--- config.mk ---
export PLATFORM = sky130hd
export DESIGN_NAME = ssla_top
export DESIGN_NICKNAME = d
export VERILOG_FILES = /design/src/ssla_pkg.sv /design/src/ssla_sysref_sync.sv /design/src/ssla_top.sv
export SDC_FILE = /design/constraint.sdc
export NUM_CORES = 1
export LEC_CHECK = 0
export BUFFER_PORTS_ARGS = -buffer_cell sky130_fd_sc_hd__buf_2
export CAP_MARGIN = 20
export CORE_MARGIN = 2
export CORE_UTILIZATION = 42
export CTS_CLUSTER_DIAMETER = 150
export CTS_CLUSTER_SIZE = 12
export DETAILED_ROUTE_END_ITERATION = 7
export PLACE_DENSITY = 0.71
export SKIP_CTS_REPAIR_TIMING = 1
export SLEW_MARGIN = 20
export SYNTH_ARGS = -nofsm -noshare
export SYNTH_HDL_FRONTEND = slang
export SYNTH_SLANG_ARGS = --single-unit
--- constraint.sdc ---
create_clock -name mclk_in -period 2.41 [get_ports mclk_in]
set_input_delay 0.482 -clock mclk_in [delete_from_list [all_inputs] [get_ports mclk_in]]
set_output_delay 0.482 -clock mclk_in [all_outputs]
set_load 0.005 [all_outputs]
--- src/ssla_pkg.sv ---
// Package of constants for the SYSREF one-shot LMFC alignment block.
package ssla_pkg;

  // ---------------------------------------------------------------------
  // Register map
  // ---------------------------------------------------------------------
  localparam logic [11:0] SSLA_SYNC_CTRL_ADDR = 12'h054;
  localparam logic [11:0] SSLA_STATUS_ADDR    = 12'h058;

  // ---------------------------------------------------------------------
  // Control register fields
  // ---------------------------------------------------------------------
  localparam int          SSLA_ARM_BIT       = 2;
  localparam int          SSLA_SPARE_LSB     = 3;
  localparam int          SSLA_SPARE_MSB     = 6;
  localparam int          SSLA_OFFSET_LSB    = 12;
  localparam int          SSLA_OFFSET_MSB    = 19;
  localparam int          SSLA_BYPASS_BIT    = 20;
  localparam logic        SSLA_ARM_RESET     = 1'b1;
  localparam logic [3:0]  SSLA_SPARE_RESET   = 4'h0;
  localparam logic [7:0]  SSLA_OFFSET_RESET  = 8'h00;

  // ---------------------------------------------------------------------
  // Status register fields
  // ---------------------------------------------------------------------
  localparam int          SSLA_ST_SEEN_BIT   = 0;
  localparam int          SSLA_ST_STATE_LSB  = 1;
  localparam int          SSLA_ST_LMFC_LSB   = 8;

  // ---------------------------------------------------------------------
  // Link states
  // ---------------------------------------------------------------------
  typedef enum logic [1:0] {
    SSLA_CGS  = 2'b00,
    SSLA_ILAS = 2'b01,
    SSLA_DATA = 2'b10
  } ssla_link_e;

  // Last multiframe count of the alignment sequence, which lasts four multiframes.
  localparam logic [1:0]  SSLA_ILAS_MFRAMES  = 2'h3;

endpackage

--- src/ssla_sysref_sync.sv ---
// Two-stage synchroniser with rising-edge detect for the SYSREF pin.
`timescale 1ns/1ps
module ssla_sysref_sync (
  input  wire logic mclk_in,     // Link clock.
  input  wire logic rst_in,      // Synchronous reset, active high.
  input  wire logic sysref_in,   // Asynchronous SYSREF pin.
  output logic      rise_out     // One-cycle pulse on a rising edge.
);

  logic meta;
  logic sync;
  logic prev;
  logic next_rise;

  // Only the second stage reads the first one; the edge test looks at
  // the second and third stages.
  always_comb begin
    next_rise = sync & ~prev;
  end

  always_ff @(posedge mclk_in) begin
    if (rst_in) begin
      meta     <= 1'b0;
      sync     <= 1'b0;
      prev     <= 1'b0;
      rise_out <= 1'b0;
    end else begin
      meta     <= sysref_in;
      sync     <= meta;
      prev     <= sync;
      rise_out <= next_rise;
    end
  end
endmodule

--- src/ssla_top.sv ---
// SYSREF one-shot LMFC alignment with APB control and link-state gate.
`timescale 1ns/1ps
// Contract
// With the arm bit set, only one sampled SYSREF rising edge realigns LMFC.
// Hardware clears the arm bit once an edge is sampled while it was set.
// Software must set the arm bit again whenever SYSREF must be resampled.
// The link stays in CGS until at least one SYSREF edge has been sampled; the bypass bit lets it leave without one.
// ILAS is timed from the LMFC counter, which runs freely from reset.
// With the arm bit at 0, SYSREF edges are ignored by the LMFC counter.
// With the arm bit at 1, the first edge resets LMFC and clears the bit.
// Default offset loads zero on alignment; a nonzero offset shifts it. An offset above LMFC_MAX loads zero here instead.
// Four spare read-write bits sit at 6:3, reset to zero, with no effect.
// The arm bit reads 1 after reset so the first edge aligns LMFC.
// A qualifying edge presets the LMFC counter to the programmed offset; the code presets zero for an offset above LMFC_MAX.
// SYSREF is synchronised and an edge is a low sample then a high one.
module ssla_top
  import ssla_pkg::*;
#(
  parameter int LMFC_W   = 8,    // LMFC counter width.
  parameter int LMFC_MAX = 15    // Last LMFC count, (F*K/4)-1.
) (
  input  wire logic        mclk_in,      // Link clock, 40 MHz.
  input  wire logic        rst_in,       // Synchronous reset, active high.
  input  wire logic        psel,         // APB select.
  input  wire logic        penable,      // APB enable.
  input  wire logic        pwrite,       // APB write.
  input  wire logic [11:0] paddr,        // APB byte address.
  input  wire logic [31:0] pwdata,       // APB write data.
  output logic      [31:0] prdata,       // APB read data.
  output logic             pready,       // APB ready.
  output logic             pslverr,      // APB error.
  input  wire logic        sysref_in,    // SYSREF pin.
  input  wire logic        link_go_in,   // Link ready to leave CGS.
  output logic             lmfc_tick_out,// LMFC boundary pulse.
  output logic [1:0]       link_st_out   // Link state.
);
  import ssla_pkg::*;

  // ---------------------------------------------------------------------
  // Elaboration checks
  // ---------------------------------------------------------------------
  if (LMFC_W < 1 || LMFC_W > 8 || LMFC_MAX < 1 ||
      LMFC_MAX >= (1 << LMFC_W)) begin : g_bad
    $error("LMFC parameters out of range");
  end

  // ---------------------------------------------------------------------
  // SYSREF edge detect
  // ---------------------------------------------------------------------
  logic sysref_rise;

  ssla_sysref_sync u_sync (
    .mclk_in   (mclk_in),
    .rst_in    (rst_in),
    .sysref_in (sysref_in),
    .rise_out  (sysref_rise)
  );

  // ---------------------------------------------------------------------
  // Registers and state
  // ---------------------------------------------------------------------
  logic              arm;
  logic [3:0]        spare;
  logic [7:0]        offset;
  logic              bypass;
  logic              seen;
  logic [LMFC_W-1:0] lmfc;
  ssla_link_e        state;
  logic [1:0]        mf_cnt;

  logic              next_arm;
  logic [3:0]        next_spare;
  logic [7:0]        next_offset;
  logic              next_bypass;
  logic              next_seen;
  logic [LMFC_W-1:0] next_lmfc;
  ssla_link_e        next_state;
  logic [1:0]        next_mf_cnt;
  logic [31:0]       next_prdata;
  logic              next_pready;
  logic              next_pslverr;
  logic              next_tick;

  logic              wr_ctrl;
  logic              align;
  logic [LMFC_W-1:0] preset;
  logic              wrap;

  // The response is given one cycle after the enable phase starts, so each
  // access is two phases long plus one wait state.
  function automatic logic mapped(input logic [11:0] a);
    mapped = (a == SSLA_SYNC_CTRL_ADDR) || (a == SSLA_STATUS_ADDR);
  endfunction

  always_comb begin
    wr_ctrl = psel && penable && !pready && pwrite &&
              (paddr == SSLA_SYNC_CTRL_ADDR);
    align   = sysref_rise && arm;
    // An offset beyond the multiframe falls back to zero.
    if (32'(offset) > 32'(LMFC_MAX)) begin
      preset = '0;
    end else begin
      preset = offset[LMFC_W-1:0];
    end
    wrap = (32'(lmfc) == 32'(LMFC_MAX));
  end

  // ---------------------------------------------------------------------
  // Control register and arm bit
  // ---------------------------------------------------------------------
  always_comb begin
    next_arm    = arm;
    next_spare  = spare;
    next_offset = offset;
    next_bypass = bypass;
    if (wr_ctrl) begin
      next_arm    = pwdata[SSLA_ARM_BIT];
      next_spare  = pwdata[SSLA_SPARE_MSB:SSLA_SPARE_LSB];
      next_offset = pwdata[SSLA_OFFSET_MSB:SSLA_OFFSET_LSB];
      next_bypass = pwdata[SSLA_BYPASS_BIT];
    end
    // The hardware clear wins over a software write in the same cycle
    // only if that write also cleared the bit; a write of 1 re-arms.
    if (align && !(wr_ctrl && pwdata[SSLA_ARM_BIT])) begin
      next_arm = 1'b0;
    end
    next_seen = seen | sysref_rise;
  end

  // ---------------------------------------------------------------------
  // LMFC counter and link state
  // ---------------------------------------------------------------------
  always_comb begin
    next_lmfc   = wrap ? '0 : lmfc + 1'b1;
    next_tick   = wrap;
    if (align) begin
      next_lmfc = preset;
      next_tick = 1'b0;
    end
    next_state  = state;
    next_mf_cnt = mf_cnt;
    unique case (state)
      SSLA_CGS: begin
        // Leaving CGS before SYSREF is caught gives nondeterministic
        // latency, hence the gate on the sampled-edge flag.
        if (link_go_in && wrap && (seen || bypass)) begin
          next_state  = SSLA_ILAS;
          next_mf_cnt = '0;
        end
      end
      SSLA_ILAS: begin
        if (wrap) begin
          next_mf_cnt = mf_cnt + 2'h1;
          if (mf_cnt == SSLA_ILAS_MFRAMES) begin
            next_state = SSLA_DATA;
          end
        end
      end
      SSLA_DATA: begin
        next_state = SSLA_DATA;
      end
      default: begin
        next_state = SSLA_CGS;
      end
    endcase
    if (!link_go_in) begin
      next_state = SSLA_CGS;
    end
  end

  // ---------------------------------------------------------------------
  // APB responder
  // ---------------------------------------------------------------------
  always_comb begin
    next_prdata  = 32'h0000_0000;
    next_pready  = 1'b0;
    next_pslverr = 1'b0;
    if (psel && penable && !pready) begin
      next_pready  = 1'b1;
      next_pslverr = !mapped(paddr);
      if (!pwrite && paddr == SSLA_SYNC_CTRL_ADDR) begin
        next_prdata[SSLA_ARM_BIT]                   = arm;
        next_prdata[SSLA_SPARE_MSB:SSLA_SPARE_LSB]  = spare;
        next_prdata[SSLA_OFFSET_MSB:SSLA_OFFSET_LSB] = offset;
        next_prdata[SSLA_BYPASS_BIT]                = bypass;
      end else if (!pwrite && paddr == SSLA_STATUS_ADDR) begin
        next_prdata[SSLA_ST_SEEN_BIT]    = seen;
        next_prdata[SSLA_ST_STATE_LSB+:2] = state;
        next_prdata[SSLA_ST_LMFC_LSB+:8] = 8'(lmfc);
      end
    end
  end

  always_ff @(posedge mclk_in) begin
    if (rst_in) begin
      arm           <= SSLA_ARM_RESET;
      spare         <= SSLA_SPARE_RESET;
      offset        <= SSLA_OFFSET_RESET;
      bypass        <= 1'b0;
      seen          <= 1'b0;
      lmfc          <= '0;
      state         <= SSLA_CGS;
      mf_cnt        <= '0;
      prdata        <= 32'h0000_0000;
      pready        <= 1'b0;
      pslverr       <= 1'b0;
      lmfc_tick_out <= 1'b0;
      link_st_out   <= SSLA_CGS;
    end else begin
      arm           <= next_arm;
      spare         <= next_spare;
      offset        <= next_offset;
      bypass        <= next_bypass;
      seen          <= next_seen;
      lmfc          <= next_lmfc;
      state         <= next_state;
      mf_cnt        <= next_mf_cnt;
      prdata        <= next_prdata;
      pready        <= next_pready;
      pslverr       <= next_pslverr;
      lmfc_tick_out <= next_tick;
      link_st_out   <= next_state;
    end
  end
endmodule

==> key figures, run 1 <==
CTS
  • Htree depth: 2
  • # clock sinks: 54
  • CTS tree: yes
  • Clock-pin slew on the worst setup and hold paths: 0.09 ns
  • Max clock buf depth: 2
  • Clk_lat worst skew: slightly above 0.3 ns
  • Clock Tree Root: clkbuf_8
  • CTS Buf Count: 5

Synthesis
  • Mapped Area: 2160 um2
  • Number of distinct library cells after synthesis: 40
  • Syn avg cell area: 9.64 um2
  • #FFs+latches synth: 54
  • Register area share after synthesis: 0.501
  • Yosys warnings: 0
  • Cell count after synthesis: approximately 220

Placement
  • HPWL Detailed: 3080 um
  • Routability cong.: between 0.8 and 0.9
  • # port buffers: 57

Setup path
  • CP Max Fanout: 5
  • Startpoint type of the worst setup path: flip-flop
  • Instance count on the critical path: 4
  • R2R cell count: 4
  • Slowest cell on crit path: or4_4
  • CP arrival: 1.83 ns
  • Setup crit end kind: flip-flop
  • Crit-path cells: or4_4, o31a_1, o211ai_1, o31ai_1
  • Largest stage delay, worst path: roughly 0.57 ns
  • Critical Path RT: 2.60 ns
  • CP Class: flip-flop to flip-flop
  • CP top delay family: compound AO/OA/AOI/OAI gates
  • CP bufs+invs: 0

GRT
  • Grt ovf: 0
  • Total global-route track usage: 0.162
  • First-pass GRT wire length: approximately 7000 um
  • Initial antenna violation count: 0
  • Largest net degree at the start of global routing: 25
  • Vias in the first global route: 1538

STA
  • Fin crit share: 0.679
  • Final hold slack: about 0.38 ns
  • Final TNS setup: 0 ns
  • Clock Skew: between 0.006 and 0.007 ns
  • Max Freq: roughly 610 MHz
  • Final min period: 1.64 ns
  • RSZ-0062 raised after global routing: no
  • Hold Vio Cnt, Final: 0
  • Setup violators final: 0
  • Slew Limit Fails: 0

Drt
  • Wirelength, routed: 4180 um
  • DR vias: ~1700
  • Drt first-iter violations: 85
  • Routed Antenna Nets: 0
  • WL per Instance: approximately 12 um
  • Vias/cell: 4.85
  • Drt drc: 0
  • DRT Pass-1 Iters: 4

Die
  • Die area: 5730 um2
  • Overall die height: 75.7 um
  • Die Wd: 75.7 um
  • Core area: 5040 um2
  • Rows: 26
  • Num ports: 88
  • Initial core utilization: 0.428

Layout
  • Layout cell share with drive strength beyond 1: 0.275
  • Area of the multi-input gates: around 960 um2
  • Layout fillers: between 400 and 500
  • Sequential cell area: 1080 um2
  • Nets: 338
  • Antenna cells: 0
  • Synth-to-layout area growth: 19.6%

Power and ir drop
  • Worst vdd ir: 0.000212 V
  • Lkg Pwr: between 1 and 1.5 nW
  • PD cells: ~600 nW/um2

Min path
  • Cell depth of the worst hold path: 2
  • Worst hold-check path type: primary input to flip-flop

Run status
  • Status: completed

Run
  • Max-cap violations: 0
## power by group
part,switching [mW],internal (mW)
Clock,0.280,0.290
Combinational,0.0414,0.0348
Sequential,0.00642,0.901
Total,0.328,1.23
## placed cells by master (no fill, tap or decap), drive strengths merged, types with 2 or more instances in the layout
master / netlist / routed
a21oi: 18 / 18
a22o: 5 / 5
and2: 15 / 15
and3: 2 / 2
buf: 16 / 63
clkbuf: 6 / 8
conb: 1 / 12
dfxtp: 54 / 54
ha: 4 / 4
inv: 5 / 5
nand2: 10 / 10
nand2b: 8 / 8
nand3: 18 / 18
nor2: 10 / 10
nor2b: 7 / 7
nor3: 3 / 3
nor4: 2 / 2
o211ai: 2 / 2
o21ai: 18 / 18
o31a: 2 / 2
or4: 2 / 2
xnor2: 3 / 3
xor2: 3 / 3
## cells in the mapped netlist, drive strengths merged
master  instances  share of area
nand4           1         0.0098
o21ai          18          0.042
o31ai           1         0.0035
conb            1         0.0017
nand3b          1         0.0035
nand2          10          0.017
xor2            3          0.012
nor3            3         0.0070
and4            1         0.0041
ha              4          0.023
o21bai          1         0.0035
nand3          18          0.042
o211a           1         0.0046
and3b           1         0.0041
nor2b           7          0.020
xnor2           3          0.012
nand2b          8          0.023
and2           15          0.043
a311o           1         0.0046
o31a            2         0.0081
a21oi          18          0.042
dfxtp          54           0.50
a211oi          1         0.0058
and3            2         0.0058
a22o            5          0.021
nor4b           1          0.011
nor4            2          0.016
buf            16          0.056
inv             5         0.0087
or4             2         0.0087
nor2           10          0.017
clkbuf          6          0.011
o211ai          2         0.0070
## through the flow
step,util,cell area (um2),power (mW),setup slack (ns),std cells
2_1_floorplan,-,2200,0.978,0.760,235
3_3_place_gp,0.491,2470,1.00,0.500,346
3_5_place_dp,0.491,2470,1.00,0.470,346
4_1_cts,0.512,2580,1.56,0.777,354
5_1_grt,0.512,2580,1.62,0.688,354
6_report,0.512,2580,1.55,0.774,354
## layer usage
layer	up-vias	part of all wire	track usage
met4	0	0.017	0.0526
met5	-	0	0
met1	785	0.45	0.201
li1	865	-	-
met3	7	0.056	0.0397
met2	60	0.48	0.275
## kinds of logic after synthesis
group / after synthesis / synth area share
xor gates and xnor gates: 6 / 0.0243
other: 1 / 0.00174
buffers and inverters: 27 / 0.0759
adders and majority gates: 4 / 0.0232
and+or+nand+nor: 82 / 0.233
DFF: 54 / 0.501
AOI/OAI and AO/OA: 50 / 0.141
## worst paths after layout
path                     endpoint  slack, ns   startpoint
setup / recovery         state[1]       0.77      lmfc[6]
hold / removal        u_sync.meta       0.38    sysref_in
setup reg to reg         state[1]       0.77      lmfc[6]
hold reg to reg   u_sync.rise_out       0.39  u_sync.prev
## flip-flops by register name, indices dropped and copies added, names as in the netlist
signal           flops
pready               1
bypass               1
lmfc                 8
pslverr              1
state                2
seen                 1
lmfc_tick_out        1
mf_cnt               2
offset               8
prdata              20
u_sync.rise_out      1
u_sync.prev          1
u_sync.meta          1
spare                4
arm                  1
u_sync.sync          1
## area by class of cell
type,instances,area share
sequential,54,0.418
tap,70,0.0339
multi-input combinational,154,0.370
clock buffer,8,0.0426
inverter,5,0.00726
timing repair buffer,63,0.128
Power figures use the tool's default switching activity.
==> inputs of run 2 (changes only) <==
Settings changed: ABC_AREA set to 1, PLACE_DENSITY 0.71 to 0.73.
Clock period 2.41 ns to 1.5 ns, I/O delays scaled along.
==> key figures, run 2 <==
Run status
  • Status: completed (unchanged)

Drt
  • Wirelength, routed: 4320 um (was 4180 um)
  • WL per Instance: 10.3 um (was 11.8 um)
  • DR vias: 1887 (was 1717)
  • Drt drc: 0 (unchanged)
  • DRT Pass-1 Iters: 4 (unchanged)
  • Routed Antenna Nets: 0 (unchanged)
  • Drt first-iter violations: 85 (unchanged)
  • Vias/cell: 4.50 (was 4.85)

Setup path
  • Startpoint type of the worst setup path: flip-flop (unchanged)
  • Setup crit end kind: flip-flop (unchanged)
  • Largest stage delay, worst path: 0.39 ns (was 0.57 ns)
  • CP arrival: 1.58 ns (was 1.83 ns)
  • CP dominant cell by count: nand2_1
  • CP bufs+invs: 0 (unchanged)
  • CP Class: flip-flop to flip-flop (unchanged)
  • CP Max Fanout: 4 (was 5)
  • Crit-path cells: ha_1, nand3_1, nor2_4, nand2_1, nand2_1, nand3_1, nand2_1, nor2_1 (was or4_4, o31a_1, o211ai_1, o31ai_1)
  • CP top delay family: simple AND/OR/NAND/NOR gates (was compound AO/OA/AOI/OAI gates)
  • Slowest cell on crit path: dfxtp_1 (was or4_4)
  • Critical Path RT: 1.71 ns (was 2.60 ns)

Die
  • Overall die height: 76.8 um (was 75.7 um)
  • Initial core utilization: 0.436 (was 0.428)
  • Num ports: 88 (unchanged)
  • Core area: 5110 um2 (was 5040 um2)
  • Die area: 5900 um2 (was 5730 um2)
  • Die Wd: 76.8 um (was 75.7 um)
  • Rows: 26 (unchanged)

Synthesis
  • Most numerous cell in the Yosys netlist: nor2_1 (was dfxtp_1)
  • Number of distinct library cells after synthesis: 29 (was 40)
  • Post-synth EDFFs: 0 (unchanged)
  • Yosys warnings: 0 (unchanged)
  • Largest area contributor in the netlist: dfxtp_1 (unchanged)
  • Yosys top cell area share: 0.486 (was 0.501)
  • Syn avg cell area: 7.84 um2 (was 9.64 um2)
  • Most frequent cells after synthesis: nor2_1, nand2_1, dfxtp_1, inv_1, buf_4 (was dfxtp_1, a21oi_1, nand3_1, o21ai_0, and2_1)
  • Register area share after synthesis: 0.486 (was 0.501)
  • Synth area leaders: dfxtp_1, nor2_1, nand2_1 (was dfxtp_1, buf_4, and2_1)
  • Mapped Area: 2230 um2 (was 2160 um2)
  • #FFs+latches synth: 54 (unchanged)
  • Synth Flop Type: dfxtp_1 (unchanged)
  • Synth async-reset ratio: 0 (unchanged)
  • Cell count after synthesis: 284 (was 224)

Placement
  • HPWL Detailed: 3220 um (was 3080 um)
  • Placed Cells: 410 (was 346)
  • Routability cong.: 0.785 (was 0.835)
  • Cell Area, Placed: 2550 um2 (was 2470 um2)
  • # port buffers: 57 (unchanged)

Layout
  • Final Non-Filler Cells: 419 (was 354)
  • Antenna cells: 0 (unchanged)
  • Sequential cell area: 1080 um2 (unchanged)
  • Synth-to-layout area growth: 20.3% (was 19.6%)
  • Largest reg by FF count: prdata (unchanged)
  • Number of flip-flops in the largest register: 20 (unchanged)
  • Post-Route Utilization: 0.524 (was 0.512)
  • Design area: 2680 um2 (was 2580 um2)
  • Layout fillers: 511 (was 488)
  • Most frequent cells in the layout: nor2_1, nand2_1, buf_2, dfxtp_1, inv_1 (was buf_2, dfxtp_1, a21oi_1, nand3_1, o21ai_0)
  • Layout cell share with drive strength beyond 1: 0.261 (was 0.275)
  • Nets: 403 (was 338)
  • Largest regs: prdata x20, lmfc x8, offset x8 (unchanged)
  • Area of the multi-input gates: 962 um2 (was 956 um2)

GRT
  • Largest net degree at the start of global routing: 26 (was 25)
  • Grt ovf: 0 (unchanged)
  • Total global-route track usage: 0.153 (was 0.162)
  • Initial antenna violation count: 0 (unchanged)
  • First-pass GRT wire length: 7410 um (was 7010 um)
  • Vias in the first global route: 1733 (was 1538)

STA
  • Clock Skew: 0.0112 ns (was 0.00613 ns)
  • Final hold slack: 0.194 ns (was 0.384 ns)
  • Fin crit share: 0.916 (was 0.679)
  • Hold Vio Cnt, Final: 0 (unchanged)
  • Slew Limit Fails: 0 (unchanged)
  • Setup violators final: 0 (unchanged)
  • Max Freq: 728 MHz (was 611 MHz)
  • Final TNS setup: 0 ns (unchanged)
  • Final min period: 1.37 ns (was 1.64 ns)
  • RSZ-0062 raised after global routing: yes (was no)

CTS
  • Clock Tree Root: clkbuf_8 (unchanged)
  • Htree depth: 2 (unchanged)
  • Clock-pin slew on the worst setup and hold paths: 0.09 ns (about the same)
  • # clock sinks: 54 (unchanged)
  • CTS tree: yes (unchanged)
  • Clk_lat worst skew: 0.30 ns (was 0.31 ns)
  • CTS Buf Count: 5 (unchanged)
  • Max clock buf depth: 2 (unchanged)

Power and ir drop
  • Lkg Pwr: 1.33 nW (was 1.13 nW)
  • Worst vdd ir: 0.000381 V (was 0.000212 V)
  • PD cells: 901 nW/um2 (was 602 nW/um2)

Run
  • Max-cap violations: 0 (unchanged)

Min path
  • Worst hold-check path type: primary input to flip-flop (unchanged)
[run 2: cells by family (layout without fill, tap and decap cells)]
logic type	count (synthesis)	in the layout	share of synthesized area
DFF	54	54	0.486
and+or+nand+nor	156	157	0.326
adders and majority gates	4	4	0.0225
xor gates and xnor gates	4	4	0.0157
AOI/OAI and AO/OA	13	13	0.0343
buffers and inverters	52	105	0.114
other	1	12	0.00168
[run 2: worst paths after layout]
| path | startpoint | to | slack, ns | depth (start not counted) |
|---|---|---|---|---|
| max | lmfc[0] | state[1] | 0.13 | 8 |
| min | sysref_in | u_sync.meta | 0.19 | 3 |
| max reg2reg | lmfc[0] | state[1] | 0.13 | 8 |
| min reg2reg | u_sync.prev | u_sync.rise_out | 0.39 | 1 |
[run 2: report_power, final]
group          internal (mW)  leakage, nW  total (mW)  switching [mW]
combinational         0.0592        0.849       0.138          0.0790
sequential              1.45        0.436        1.46         0.00854
clock                  0.371       0.0472       0.820           0.448
total                   1.88         1.33        2.41           0.536
[run 2: final cells by class]
cell class,instances,share of cell area
tap,70,0.0327
multi-input combinational,190,0.359
timing repair buffer,61,0.118
clock buffer,6,0.0308
inverter,36,0.0514
clock inverter,2,0.00467
sequential,54,0.404
[run 2: layer usage]
| metal | share of wire | GRT usage | up-vias |
|---|---|---|---|
| li1 | - | - | 988 |
| met2 | 0.48 | 0.256 | 43 |
| met5 | 0 | 0 | - |
| met1 | 0.46 | 0.190 | 851 |
| met4 | 0.018 | 0.0709 | 0 |
| met3 | 0.041 | 0.0259 | 5 |
[run 2: stage by stage]
stage / worst slack [ns] / total power [mW]
floorplan: 0.274 / 1.58
global placement: 0.0646 / 1.62
detailed placement: 0.0433 / 1.62
CTS: 0.0920 / 2.43
global route: -0.0111 / 2.53
finish: 0.126 / 2.41
[run 2: worst min-delay path, delay by kind of cell]
kind | cells | cell delay, ns
buffers and inverters | 2 | 0.13
and+or+nand+nor | 1 | 0.03
==> inputs of run 3 (changes only) <==
Settings changed: PLACE_DENSITY 0.73 to 0.77.
==> key figures, run 3 (synthesis results as in run 2) <==
Run status
  • Status: completed (unchanged)

Setup path
  • Setup crit end kind: flip-flop (unchanged)
  • Reg-to-Reg Start: lmfc[0] (unchanged)
  • Startpoint type of the worst setup path: flip-flop (unchanged)
  • CP arrival: 1.57 ns (was 1.58 ns)
  • CP Class: flip-flop to flip-flop (unchanged)
  • Crit-path cells: ha_1, nand2_1, nor2_1, nand3_1, nand3_2, o21ai_0 (was ha_1, nand3_1, nor2_4, nand2_1, nand2_1, nand3_1, nand2_1, nor2_1)
  • Slowest cell on crit path: dfxtp_1 (unchanged)
  • Instance count on the critical path: 6 (was 8)
  • Critical path startpoint: lmfc[0] (unchanged)
  • Largest stage delay, worst path: 0.38 ns (was 0.39 ns)
  • R2R cell count: 6 (was 8)
  • CP top delay family: simple AND/OR/NAND/NOR gates (unchanged)
  • Worst Setup EP: lmfc[3] (was state[1])
  • CP Max Fanout: 7 (was 4)
  • Critical Path RT: 1.69 ns (was 1.71 ns)
  • Flop-to-flop setup slack: 0.12 ns (was 0.13 ns)
  • Critical R2R Capture: lmfc[3] (was state[1])
  • CP bufs+invs: 0 (unchanged)

Layout
  • Area of the multi-input gates: 952 um2 (was 962 um2)
  • Largest regs: prdata x20, lmfc x8, offset x8 (unchanged)
  • Nets: 400 (was 403)
  • Layout cell share with drive strength beyond 1: 0.260 (was 0.261)
  • Synth-to-layout area growth: 19.1% (was 20.3%)
  • Most frequent cells in the layout: nor2_1, buf_2, nand2_1, dfxtp_1, inv_1 (was nor2_1, nand2_1, buf_2, dfxtp_1, inv_1)
  • Largest reg by FF count: prdata (unchanged)
  • Post-Route Utilization: 0.519 (was 0.524)
  • Sequential cell area: 1080 um2 (about the same)
  • Number of flip-flops in the largest register: 20 (unchanged)
  • Design area: 2650 um2 (was 2680 um2)
  • Antenna cells: 0 (unchanged)
  • Layout fillers: 497 (was 511)

Power and ir drop
  • Lkg Pwr: 1.32 nW (was 1.33 nW)
  • PD cells: 905 nW/um2 (was 901 nW/um2)
  • Worst vdd ir: 0.000712 V (was 0.000381 V)

Die
  • Overall die height: 76.8 um (unchanged)
  • Die area: 5900 um2 (unchanged)
  • Num ports: 88 (unchanged)
  • Rows: 26 (unchanged)
  • Core area: 5110 um2 (unchanged)
  • Die Wd: 76.8 um (unchanged)
  • Initial core utilization: 0.436 (unchanged)

Drt
  • WL met3: 232 um (was 175 um)
  • Drt drc: 0 (unchanged)
  • WL per Instance: 10.2 um (was 10.3 um)
  • Vias/cell: 4.37 (was 4.50)
  • Met1 WL: 1960 um (was 1980 um)
  • DRT Pass-1 Iters: 4 (unchanged)
  • Uppermost layer routed: met4 (unchanged)
  • Routed Antenna Nets: 0 (unchanged)
  • Drt first-iter violations: 78 (was 85)
  • DR vias: 1817 (was 1887)
  • Wirelength, routed: 4230 um (was 4320 um)
  • Met2 wire length: 1980 um (was 2090 um)

Placement
  • Cell Area, Placed: 2540 um2 (was 2550 um2)
  • # port buffers: 57 (unchanged)
  • Routability cong.: 0.815 (was 0.785)
  • HPWL Detailed: 3220 um (about the same)

GRT
  • Largest net degree at the start of global routing: 26 (unchanged)
  • Vias in the first global route: 1746 (was 1733)
  • First-pass GRT wire length: 7450 um (was 7410 um)
  • Total global-route track usage: 0.156 (was 0.153)
  • Grt ovf: 0 (unchanged)
  • Initial antenna violation count: 0 (unchanged)

STA
  • Hold Vio Cnt, Final: 0 (unchanged)
  • RSZ-0062 raised after global routing: yes (unchanged)
  • Fin crit share: 0.922 (was 0.916)
  • Final min period: 1.38 ns (was 1.37 ns)
  • Max Freq: 723 MHz (was 728 MHz)
  • Slew Limit Fails: 0 (unchanged)
  • Clock Skew: 0.00306 ns (was 0.0112 ns)
  • Setup violators final: 0 (unchanged)

CTS
  • CTS Buf Count: 5 (unchanged)
  • # clock sinks: 54 (unchanged)
  • Max clock buf depth: 2 (unchanged)
  • Clock-pin slew on the worst setup and hold paths: 0.09 ns (about the same)
  • Clock Tree Root: clkbuf_8 (unchanged)
  • CTS tree: yes (unchanged)
  • Clk_lat worst skew: 0.30 ns (about the same)
  • Htree depth: 2 (unchanged)

Min path
  • Worst hold-check path type: primary input to flip-flop (unchanged)

Run
  • Max-cap violations: 0 (unchanged)
[run 3: final cells by class]
type	count	area share
Clock buffer	7	0.0326
Tap cell	70	0.0330
Inverter	36	0.0519
Clock inverter	1	0.00189
Sequential cell	54	0.408
Timing Repair Buffer	59	0.113
Multi-Input combinational cell	189	0.359
[run 3: through the flow]
stage	worst slack [ns]	cells	total power [mW]	hold WS, ns	setup TNS (ns)
after floorplan	0.274	295	1.58	0.373	0
after global placement	0.0682	408	1.62	0.377	0
after detailed placement	0.0392	408	1.62	0.383	0
after CTS	0.0489	416	2.42	0.189	0
final	0.117	416	2.40	0.196	0
after global routing	-0.0227	416	2.52	0.199	-0.0487
[run 3: worst min path at each step]
| stage | depth (start not counted) | slack [ns] | to | start |
|---|---|---|---|---|
| 6_report | 3 | 0.20 | u_sync.meta | sysref_in |
| 5_1_grt | 3 | 0.20 | u_sync.meta | sysref_in |
| 4_1_cts | 3 | 0.19 | u_sync.meta | sysref_in |
| 3_5_place_dp | 1 | 0.38 | u_sync.rise_out | u_sync.prev |
| 3_3_place_gp | 1 | 0.38 | u_sync.rise_out | u_sync.prev |
| 2_1_floorplan | 1 | 0.37 | u_sync.rise_out | u_sync.prev |
[run 3: routing by layer]
metal  vias up  global-route usage
met5         -                   0
met4         0              0.0491
met3         6              0.0376
met2        50               0.268
met1       785               0.191
li1        976                   -
[run 3: worst register-to-register path, delay by kind of cell, from the launching register on]
| kind | cells | cell delay [ns] |
|---|---|---|
| AND/OR/NAND/NOR | 4 | 0.56 |
| adder cells (fa/ha/maj) | 1 | 0.22 |
| AO/OA/AOI/OAI | 1 | 0.11 |
| flip-flops | 1 | 0.38 |
[run 3: where the power goes]
part	total (mW)	internal [mW]	switching (mW)
Clock	0.810	0.373	0.437
Combinational	0.134	0.0577	0.0758
Sequential	1.46	1.45	0.00880
Total	2.40	1.88	0.522
